[config.mk]
export PLATFORM = sky130hd
export DESIGN_NAME = opm_monitor
export DESIGN_NICKNAME = d
export VERILOG_FILES = /design/src/hw/opm_pkg.sv /design/src/hw/opm_monitor.sv /design/src/hw/opm_oil_map.sv
export VERILOG_INCLUDE_DIRS = /design/src /design/src/hw
export SDC_FILE = /design/constraint.sdc
export NUM_CORES = 1
export LEC_CHECK = 0
export ABC_CLOCK_PERIOD_IN_PS = 10130
export BUFFER_PORTS_ARGS = -buffer_cell sky130_fd_sc_hd__buf_2
export CAP_MARGIN = 0
export CORE_MARGIN = 8
export CORE_UTILIZATION = 60
export CTS_CLUSTER_DIAMETER = 30
export DETAILED_ROUTE_END_ITERATION = 10
export PLACE_DENSITY = 0.91
export SLEW_MARGIN = 20
export SYNTH_ARGS = -nofsm -noshare
export SYNTH_HDL_FRONTEND = slang
export SYNTH_SLANG_ARGS = --single-unit
[constraint.sdc]
create_clock -name clock -period 10.13 [get_ports clock]
set_clock_uncertainty 0.05 [all_clocks]
set_input_delay 1.013 -clock clock [delete_from_list [all_inputs] [get_ports clock]]
set_output_delay 1.013 -clock clock [all_outputs]
set_load 0.02 [all_outputs]
[src/hw/opm_cfg.svh]
`ifndef OPM_CFG_SVH
`define OPM_CFG_SVH
// Register byte offsets
`define OPM_CTRL_OFS 8'h00
`define OPM_STATUS_OFS 8'h04
`define OPM_CLEAR_OFS 8'h08
`define OPM_IRQEN_OFS 8'h0C
`define OPM_STATE_OFS 8'h10
`define OPM_EVENT_OFS 8'h14
// Control fields and reset value
`define OPM_CTRL_RST 4'h3
`define OPM_CTRL_MODE_BIT 3
// Clock and time base
`define OPM_CLK_NS 40
`define OPM_TICK_NS 1000000
`define OPM_TICK_CYC (`OPM_TICK_NS / `OPM_CLK_NS)
// Fixed delays, in seconds and in 1 ms ticks
`define OPM_WARN_DLY_S 8
`define OPM_DERATE_DLY_S 8
`define OPM_SHUT_DLY_S 4
`define OPM_IDLE_RUN_S 10
`define OPM_WARN_DLY_MS (`OPM_WARN_DLY_S * 1000)
`define OPM_DERATE_DLY_MS (`OPM_DERATE_DLY_S * 1000)
`define OPM_SHUT_DLY_MS (`OPM_SHUT_DLY_S * 1000)
`define OPM_IDLE_RUN_MS (`OPM_IDLE_RUN_S * 1000)
// Power in 0.1 percent of rated
`define OPM_RATED 11'd1000
`define OPM_DERATE_MAX 11'd350
`define OPM_RAMP_RATE 175
`define OPM_RAMP_MS 40
`define OPM_RAMP_STEP (`OPM_RAMP_RATE * `OPM_RAMP_MS / 1000)
// Event codes
`define OPM_SPN_OIL 19'd100
`define OPM_FMI_WARN 5'd17
`define OPM_FMI_DERATE 5'd18
`define OPM_FMI_SHUT 5'd1
`endif

[src/hw/opm_pkg.sv]
package opm_pkg;
    typedef enum logic [1:0] {
        OPM_SEV_NONE = 2'h0,
        OPM_SEV_WARN = 2'h1,
        OPM_SEV_DERATE = 2'h2,
        OPM_SEV_SHUT = 2'h3
    } opm_sev_e;
    typedef enum logic [1:0] {
        OPM_RMP_FULL = 2'h0,
        OPM_RMP_DOWN = 2'h1,
        OPM_RMP_HELD = 2'h3,
        OPM_RMP_UP = 2'h2
    } opm_rmp_e;
    typedef struct packed {
        opm_sev_e sev;
        logic [18:0] spn;
        logic [4:0] fmi;
        logic flash;
    } opm_event_s;
    typedef struct packed {
        logic [11:0] oil;
        logic [15:0] speed;
        logic [10:0] demand;
    } opm_sense_s;
endpackage : opm_pkg

[src/hw/opm_monitor.sv]
`timescale 1ns/1ps
`include "opm_cfg.svh"
module opm_monitor
    import opm_pkg::*;
#(
    parameter int TICK_CYC = `OPM_TICK_CYC,
    parameter logic [15:0] LOW_IDLE_RPM = 16'h0258,
    parameter logic [7:0] FLASH_WARN = 8'h2E,
    parameter logic [7:0] FLASH_DERATE = 8'h2E,
    parameter logic [7:0] FLASH_SHUT = 8'h2E
)
(
    input wire logic clock,
    input wire logic rstn,
    input wire logic [7:0] paddr,
    input wire logic psel,
    input wire logic penable,
    input wire logic pwrite,
    input wire logic [31:0] pwdata,
    output logic [31:0] prdata,
    output logic pready,
    output logic pslverr,
    input wire opm_sense_s sense,
    output logic warn_lamp,
    output logic diag_lamp,
    output logic shutdown_cmd,
    output logic [10:0] power_limit,
    output logic [10:0] power_cmd,
    output opm_event_s can_event,
    output logic can_event_valid,
    output logic irq
);
    localparam logic [13:0] DLY_W = 14'(`OPM_WARN_DLY_MS);
    localparam logic [13:0] DLY_D = 14'(`OPM_DERATE_DLY_MS);
    localparam logic [13:0] DLY_S = 14'(`OPM_SHUT_DLY_MS);
    localparam logic [13:0] IDLE_MS = 14'(`OPM_IDLE_RUN_MS);
    localparam logic [10:0] STEP = 11'(`OPM_RAMP_STEP);
    localparam logic [5:0] RAMP_LAST = 6'(`OPM_RAMP_MS - 1);

    function automatic logic [13:0] dly_of(input int i);
        return (i == 0) ? DLY_W : ((i == 1) ? DLY_D : DLY_S);
    endfunction : dly_of

    function automatic logic has_flash(input int i);
        logic [7:0] f;
        f = (i == 0) ? FLASH_WARN : ((i == 1) ? FLASH_DERATE : FLASH_SHUT);
        return f != 8'h00;
    endfunction : has_flash

    function automatic opm_event_s mk_event(input int i);
        opm_event_s e;
        e.spn = `OPM_SPN_OIL;
        e.flash = has_flash(i);
        case (i)
            0: begin
                e.sev = OPM_SEV_WARN;
                e.fmi = `OPM_FMI_WARN;
            end
            1: begin
                e.sev = OPM_SEV_DERATE;
                e.fmi = `OPM_FMI_DERATE;
            end
            default: begin
                e.sev = OPM_SEV_SHUT;
                e.fmi = `OPM_FMI_SHUT;
            end
        endcase
        return e;
    endfunction : mk_event

    // Sensor pins cross in from the outside world
    opm_sense_s sync_a;
    opm_sense_s sync_b;
    always_ff @(posedge clock or negedge rstn) begin
        if (!rstn) begin
            sync_a <= '0;
            sync_b <= '0;
        end else begin
            sync_a <= sense;
            sync_b <= sync_a;
        end
    end

    logic [11:0] warn_min;
    logic [11:0] crit_min;
    opm_oil_map u_map (
        .clock(clock),
        .rstn(rstn),
        .speed(sync_b.speed),
        .warn_min(warn_min),
        .crit_min(crit_min)
    );

    // 1 ms time base
    logic [23:0] div;
    logic tick;
    always_ff @(posedge clock or negedge rstn) begin
        if (!rstn) begin
            div <= 24'h000000;
            tick <= 1'b0;
        end else begin
            tick <= (div == 24'(TICK_CYC - 1));
            if (div == 24'(TICK_CYC - 1)) begin
                div <= 24'h000000;
            end else begin
                div <= div + 24'h000001;
            end
        end
    end

    // Registers
    logic [3:0] ctrl;
    logic [2:0] status;
    logic [2:0] irqen;
    logic [2:0] clr;
    opm_event_s last_event;
    logic wr_en;
    assign wr_en = psel && penable && pready && pwrite;
    assign clr = (wr_en && paddr == `OPM_CLEAR_OFS) ? pwdata[2:0] : 3'h0;

    always_ff @(posedge clock or negedge rstn) begin
        if (!rstn) begin
            ctrl <= `OPM_CTRL_RST;
            irqen <= 3'h0;
        end else if (wr_en) begin
            if (paddr == `OPM_CTRL_OFS) begin
                ctrl <= pwdata[3:0];
            end
            if (paddr == `OPM_IRQEN_OFS) begin
                irqen <= pwdata[2:0];
            end
        end
    end

    // Engine must run at low idle before any timer counts
    logic [13:0] idle_ms;
    logic idle_ok;
    assign idle_ok = (idle_ms == IDLE_MS);
    always_ff @(posedge clock or negedge rstn) begin
        if (!rstn) begin
            idle_ms <= 14'h0000;
        end else if (sync_b.speed < LOW_IDLE_RPM) begin
            idle_ms <= 14'h0000;
        end else if (tick && !idle_ok) begin
            idle_ms <= idle_ms + 14'h0001;
        end
    end

    // Per-level persistence timers
    logic [2:0] below;
    logic [2:0] cond;
    logic [2:0] trip;
    logic [2:0] active;
    logic [13:0] tmr [3];
    assign below[0] = sync_b.oil < warn_min;
    assign below[1] = sync_b.oil < crit_min;
    assign below[2] = sync_b.oil < crit_min;
    assign cond = ctrl[2:0] & below & {3{idle_ok}};

    always_comb begin
        for (int i = 0; i < 3; i++) begin
            trip[i] = cond[i] && (tmr[i] == dly_of(i));
        end
    end

    always_ff @(posedge clock or negedge rstn) begin
        if (!rstn) begin
            for (int i = 0; i < 3; i++) begin
                tmr[i] <= 14'h0000;
            end
        end else begin
            for (int i = 0; i < 3; i++) begin
                if (!cond[i]) begin
                    tmr[i] <= 14'h0000;
                end else if (tick && tmr[i] != dly_of(i)) begin
                    tmr[i] <= tmr[i] + 14'h0001;
                end
            end
        end
    end

    // Shutdown latches until reset; the engine cannot restart itself
    always_ff @(posedge clock or negedge rstn) begin
        if (!rstn) begin
            active <= 3'h0;
        end else begin
            active[1:0] <= trip[1:0];
            active[2] <= active[2] | trip[2];
        end
    end

    // Event queue, one broadcast per cycle, most severe first
    logic [2:0] rise;
    logic [2:0] pend;
    logic [2:0] serve;
    assign rise = trip & ~active;
    always_comb begin
        serve = 3'h0;
        if (pend[2]) begin
            serve = 3'h4;
        end else if (pend[1]) begin
            serve = 3'h2;
        end else if (pend[0]) begin
            serve = 3'h1;
        end
    end

    always_ff @(posedge clock or negedge rstn) begin
        if (!rstn) begin
            pend <= 3'h0;
            can_event_valid <= 1'b0;
            can_event <= '0;
            last_event <= '0;
        end else begin
            pend <= (pend & ~serve) | rise;
            can_event_valid <= |serve;
            if (|serve) begin
                can_event <= mk_event(serve[2] ? 2 : (serve[1] ? 1 : 0));
                last_event <= mk_event(serve[2] ? 2 : (serve[1] ? 1 : 0));
            end
        end
    end

    // Sticky status: a new event wins over a clear in the same cycle
    always_ff @(posedge clock or negedge rstn) begin
        if (!rstn) begin
            status <= 3'h0;
            irq <= 1'b0;
        end else begin
            status <= (status & ~clr) | rise;
            irq <= |(((status & ~clr) | rise) & irqen);
        end
    end

    // Lamps and stop
    always_ff @(posedge clock or negedge rstn) begin
        if (!rstn) begin
            warn_lamp <= 1'b0;
            diag_lamp <= 1'b0;
            shutdown_cmd <= 1'b0;
        end else begin
            warn_lamp <= |(active | trip);
            diag_lamp <= ((active[0] | trip[0]) && has_flash(0))
                || ((active[1] | trip[1]) && has_flash(1))
                || ((active[2] | trip[2]) && has_flash(2));
            shutdown_cmd <= active[2] | trip[2];
        end
    end

    // Derate ramp, 40 ms steps of 0.7 percent
    opm_rmp_e rstate;
    opm_rmp_e next_rstate;
    logic [5:0] step_ms;
    logic step;
    logic [10:0] derate;
    assign step = tick && (step_ms == RAMP_LAST);

    always_ff @(posedge clock or negedge rstn) begin
        if (!rstn) begin
            step_ms <= 6'h00;
        end else if (rstate == OPM_RMP_FULL || rstate == OPM_RMP_HELD) begin
            step_ms <= 6'h00;
        end else if (tick) begin
            step_ms <= (step_ms == RAMP_LAST) ? 6'h00 : step_ms + 6'h01;
        end
    end

    always_comb begin
        next_rstate = rstate;
        case (rstate)
            OPM_RMP_FULL: begin
                if (active[1]) begin
                    next_rstate = OPM_RMP_DOWN;
                end
            end
            OPM_RMP_DOWN: begin
                if (!active[1]) begin
                    next_rstate = OPM_RMP_UP;
                end else if (step && derate + STEP >= `OPM_DERATE_MAX) begin
                    next_rstate = OPM_RMP_HELD;
                end
            end
            OPM_RMP_HELD: begin
                if (!active[1]) begin
                    next_rstate = OPM_RMP_UP;
                end
            end
            OPM_RMP_UP: begin
                if (active[1]) begin
                    next_rstate = OPM_RMP_DOWN;
                end else if (step && derate <= STEP) begin
                    next_rstate = OPM_RMP_FULL;
                end
            end
            default: next_rstate = OPM_RMP_FULL;
        endcase
    end

    always_ff @(posedge clock or negedge rstn) begin
        if (!rstn) begin
            rstate <= OPM_RMP_FULL;
            derate <= 11'h000;
        end else begin
            rstate <= next_rstate;
            if (step && rstate == OPM_RMP_DOWN) begin
                derate <= (derate + STEP >= `OPM_DERATE_MAX) ?
                    `OPM_DERATE_MAX : derate + STEP;
            end else if (step && rstate == OPM_RMP_UP) begin
                derate <= (derate <= STEP) ? 11'h000 : derate - STEP;
            end
        end
    end

    // Limit and ceiling on demand
    logic [10:0] limit;
    always_comb begin
        if (ctrl[`OPM_CTRL_MODE_BIT]) begin
            limit = `OPM_RATED - {1'b0, derate[10:1]};
        end else begin
            limit = `OPM_RATED - derate;
        end
    end

    always_ff @(posedge clock or negedge rstn) begin
        if (!rstn) begin
            power_limit <= `OPM_RATED;
            power_cmd <= 11'h000;
        end else if (active[2] | trip[2]) begin
            power_limit <= 11'h000;
            power_cmd <= 11'h000;
        end else begin
            power_limit <= limit;
            power_cmd <= (sync_b.demand < limit) ?
                sync_b.demand : limit;
        end
    end

    // APB slave: one wait state, unmapped reads zero with error
    logic [31:0] next_prdata;
    logic next_err;
    always_comb begin
        next_prdata = 32'h00000000;
        next_err = 1'b0;
        case (paddr)
            `OPM_CTRL_OFS: next_prdata[3:0] = ctrl;
            `OPM_STATUS_OFS: next_prdata[2:0] = status;
            `OPM_CLEAR_OFS: next_prdata = 32'h00000000;
            `OPM_IRQEN_OFS: next_prdata[2:0] = irqen;
            `OPM_STATE_OFS: begin
                next_prdata[2:0] = active;
                next_prdata[3] = idle_ok;
                next_prdata[5:4] = rstate;
                next_prdata[26:16] = power_limit;
            end
            `OPM_EVENT_OFS: begin
                next_prdata[18:0] = last_event.spn;
                next_prdata[28:24] = last_event.fmi;
                next_prdata[30:29] = last_event.sev;
                next_prdata[31] = last_event.flash;
            end
            default: next_err = 1'b1;
        endcase
    end

    always_ff @(posedge clock or negedge rstn) begin
        if (!rstn) begin
            pready <= 1'b0;
            pslverr <= 1'b0;
            prdata <= 32'h00000000;
        end else begin
            pready <= psel && penable && !pready;
            pslverr <= psel && penable && !pready && next_err;
            if (psel && penable && !pready && !pwrite) begin
                prdata <= next_prdata;
            end
        end
    end
endmodule : opm_monitor

[src/hw/opm_oil_map.sv]
`timescale 1ns/1ps
`include "opm_cfg.svh"
module opm_oil_map
    import opm_pkg::*;
(
    input wire logic clock,
    input wire logic rstn,
    input wire logic [15:0] speed,
    output logic [11:0] warn_min,
    output logic [11:0] crit_min
);
    // Factory minimum oil pressure in kPa per 256 rpm band
    function automatic logic [11:0] min_at(input logic crit,
                                            input logic [2:0] band);
        logic [11:0] p;
        case (band)
            3'h0: p = 12'h064;
            3'h1: p = 12'h078;
            3'h2: p = 12'h08C;
            3'h3: p = 12'h0A0;
            3'h4: p = 12'h0B4;
            3'h5: p = 12'h0C8;
            3'h6: p = 12'h0D2;
            default: p = 12'h0DC;
        endcase
        // Shared derate and shutdown curve sits lower
        if (crit) begin
            p = p - 12'h028;
        end
        return p;
    endfunction : min_at

    logic [2:0] band;
    assign band = (speed[15:8] > 8'h07) ? 3'h7 : speed[10:8];

    always_ff @(posedge clock or negedge rstn) begin
        if (!rstn) begin
            warn_min <= 12'h000;
            crit_min <= 12'h000;
        end else begin
            warn_min <= min_at(1'b0, band);
            crit_min <= min_at(1'b1, band);
        end
    end
endmodule : opm_oil_map

==> impl_metrics.json <==
{
  "worstPathMaxFanout": 20,
  "synth_area_leaders": "dfrtp_1, ha_1, nor2_1",
  "ios": 172,
  "grtUsageTotal": 0.2271,
  "p_clk_frac": 0.563,
  "synth_edf_count": 0,
  "grt_pass1_vias": 9417,
  "rows": 51,
  "layout.nets": 1402,
  "die_h_um": 157.4,
  "setup.worst_path.start": "ctrl[3]",
  "hold_class": "flip-flop to flip-flop",
  "wl_um": 28080,
  "cp_cell_sequence": "mux2i_1, ha_1, nand2b_1, a21oi_1, nand2b_1, xor2_1, mux2i_1, ha_1, o2111ai_1, nor2_1, o21ai_0, a21oi_1, buf_4, mux2i_1, nor2_1",
  "fmax_mhz": 217.7,
  "yosysMostFrequentCell": "dfrtp_1",
  "cts_buffer_depth": 3,
  "dr.pass1.iters": 9,
  "tightestPinTransition_ns": 1.085,
  "crit_top_cell": "mux2i_1",
  "clk_pin_slew_ns": 0.05,
  "via_count": 9347,
  "power.density_nw_per_um2": 184.8,
  "grt_max_degree": 111,
  "dp_slack_ns": 5.683,
  "viasPerCell": 5.950,
  "dp_hpwl_um": 18470,
  "crit_path_start_kind": "flip-flop",
  "die_x_um": 157.4,
  "postCtsSetupBuffers": 0,
  "route.detailed.drc": 0,
  "period_minus_slack_ns": 4.594,
  "yosys_register_bits": 252,
  "pwr-share-comb": 0.035,
  "core_area_um2": 19530,
  "status": "completed",
  "p_leak_nw": 6.556,
  "die_area_um2": 24770,
  "async_reset_ff_frac": 1.000,
  "nFillCells": 1269,
  "synthToLayoutAreaGrowth_pct": 17.28,
  "cts.htree.levels": 2,
  "insertion_delay_ns": 0.52,
  "synth_cell_types": 78,
  "max_stage_delay_ns": 0.76,
  "drtIter0Drc": 998,
  "use_met2": 0.3907,
  "cts_resized": 0,
  "ant_nets": 0,
  "switchingPower_uw": 576.6,
  "setup_violations": 0,
  "cts_hold_buf": 0,
  "rsz0062_at_grt": "no",
  "r2r_cells": 15,
  "use_met1": 0.2661,
  "start_util": 0.6141,
  "pwr-share-seq": 0.401,
  "max-slew-margin-rel": 0.2701,
  "finalWorstSetupSlack_ns": 5.536,
  "antenna_found_initial": 1,
  "root_buffer": "clkbuf_16",
  "syn_avg_cell_area_um2": 10.27,
  "grt-ovfl-total": 0,
  "drive_gt1_frac": 0.1715,
  "yosysWarnings": 0,
  "drv_slew": 0,
  "yosysSeqAreaShare": 0.5267,
  "grt_most_used_layer": "met2",
  "endpoint": "power_cmd[1]",
  "timing.rr.end": "power_cmd[1]",
  "regToRegStartpoint": "ctrl[3]",
  "setup_tns_ns": 0,
  "use_met3": 0.04744,
  "hold_viol": 0,
  "io_buffers": 111,
  "synthTopCellsByCount": "dfrtp_1, nor2_1, nand2_1",
  "maxCapViolCount": 0,
  "antenna_cells": 0,
  "synth_ff_type": "dfrtp_1",
  "fin_util": 0.7202,
  "cts_buffers": 41,
  "r2r_slack_ns": 5.54,
  "finalCritPeriodShare": 0.4535,
  "wl_per_cell_um": 17.87,
  "synthCells": 1168,
  "cts.sinks": 252,
  "cts_tree": "done",
  "endpoint_kind": "flip-flop",
  "switching_share": 0.2218,
  "grt_pass1_wl_um": 45660,
  "cp_slowest_cell": "dfrtp_1",
  "synth_top_area_share": 0.5092,
  "yosysTopAreaCell": "dfrtp_1",
  "arrival_ns": 4.91,
  "place_congestion": 0.9112,
  "critPathKind": "flip-flop to flip-flop",
  "p_int_mw": 2.023,
  "ir_worst_vdd_mv": 0.1532,
  "syn_area_um2": 11990,
  "cp.required_ns": 10.45
}
==> per-layer routing <==
layer  wire (um)  up-vias
met2       13850      491
li1            -     4207
met3        2285      116
met5          13        -
met4        1187        2
met1       10740     4531
==> worst max-delay path: cells and delay by family, from the launching register on <==
family	cells	cell delay (ns)
AOI/OAI and AO/OA	4	1.03
muxes	3	0.89
DFF	1	0.76
adders and majority gates	2	0.67
and+or+nand+nor	4	0.50
buffers and inverters	1	0.32
xor gates and xnor gates	1	0.20
==> worst min-delay path by stage <==
stage | start | depth (start not counted) | slack [ns] | to
finish | sync_a[23] | 0 | 0.29 | sync_b[23]
global route | sync_a[2] | 0 | 0.30 | sync_b[2]
CTS | sync_a[0] | 0 | 0.30 | sync_b[0]
detailed placement | sync_a[18] | 0 | 0.28 | sync_b[18]
global placement | sync_a[24] | 0 | 0.28 | sync_b[24]
floorplan | sync_a[0] | 0 | 0.28 | sync_b[0]
==> power by group through the flow <==
stage / clock [mW] / combinational (mW) / sequential, mW
floorplan: 0 / 0.0438 / 1.06
CTS: 1.48 / 0.0932 / 1.04
global placement: 0 / 0.0867 / 1.06
finish: 1.46 / 0.0922 / 1.04
global route: 1.53 / 0.102 / 1.04
detailed placement: 0 / 0.0908 / 1.06
==> cells by family (layout without fill, tap and decap cells) <==
| group | after synthesis | count (layout) | synth area share |
|---|---|---|---|
| AO/OA/AOI/OAI | 178 | 178 | 0.1029 |
| XOR/XNOR | 87 | 87 | 0.06354 |
| adder cells (fa/ha/maj) | 44 | 44 | 0.04591 |
| buffers and inverters | 131 | 241 | 0.05259 |
| flip-flops | 252 | 252 | 0.5267 |
| multiplexers | 24 | 24 | 0.02118 |
| other | 1 | 29 | 0.0003127 |
| AND/OR/NAND/NOR | 451 | 451 | 0.1869 |
==> per-stage QoR <==
step | cells | power (mW) | cell area, um^2 | hold slack (ns)
6_report | 1571 | 2.600 | 14060 | 0.2922
5_1_grt | 1571 | 2.678 | 14060 | 0.2982
4_1_cts | 1571 | 2.619 | 14060 | 0.2964
3_5_place_dp | 1496 | 1.150 | 12590 | 0.2847
3_3_place_gp | 1496 | 1.144 | 12590 | 0.2822
2_1_floorplan | 1196 | 1.108 | 12100 | 0.2812
==> flip-flops by register name, summed over array words and instances, names as in the netlist, 5 cells and up <==
signal          flops
derate             11
sync_b             35
sync_a             35
step_ms             6
idle_ms            14
power_limit        11
prdata             21
div                24
u_map.warn_min      5
power_cmd          11
tmr                42
last_event          5
u_map.crit_min      8
==> final cells by class <==
class | count | area (um^2) | area share
clock buffers | 48 | 1092 | 0.07767
clock inverters | 27 | 381.6 | 0.02714
inverters | 51 | 191.4 | 0.01361
multi-input cells | 813 | 5155 | 0.3665
flip-flops and latches | 252 | 6316 | 0.4491
well taps | 265 | 331.6 | 0.02358
repair buffers | 115 | 595.6 | 0.04235
==> placed cells by master, fill, tap and decap left out, types with 6 or more instances in the layout <==
| cell type | Yosys | layout |
|---|---|---|
| mux2i_1 | 13 | 13 |
| buf_2 | 3 | 110 |
| xnor2_1 | 41 | 41 |
| dfstp_2 | 8 | 8 |
| o31ai_1 | 6 | 6 |
| bufinv_16 | 0 | 7 |
| nor2_1 | 136 | 136 |
| nor2b_1 | 14 | 14 |
| clkbuf_16 | 0 | 41 |
| and2_1 | 19 | 19 |
| inv_1 | 49 | 49 |
| and3_1 | 16 | 16 |
| nor4_1 | 12 | 12 |
| a211oi_1 | 13 | 13 |
| a31oi_1 | 12 | 12 |
| or2_2 | 7 | 7 |
| conb_1 | 1 | 29 |
| xor2_1 | 46 | 46 |
| ha_1 | 44 | 44 |
| nand2b_1 | 14 | 14 |
| nand4_1 | 23 | 23 |
| a21oi_1 | 33 | 33 |
| nand3_1 | 45 | 45 |
| inv_6 | 0 | 7 |
| o21a_1 | 6 | 6 |
| dfrtp_1 | 244 | 244 |
| mux2_2 | 11 | 11 |
| nand2_1 | 94 | 94 |
| o21ai_0 | 42 | 42 |
| nor3_1 | 20 | 19 |
| or3_1 | 17 | 17 |
Power figures use the tool's default switching activity.
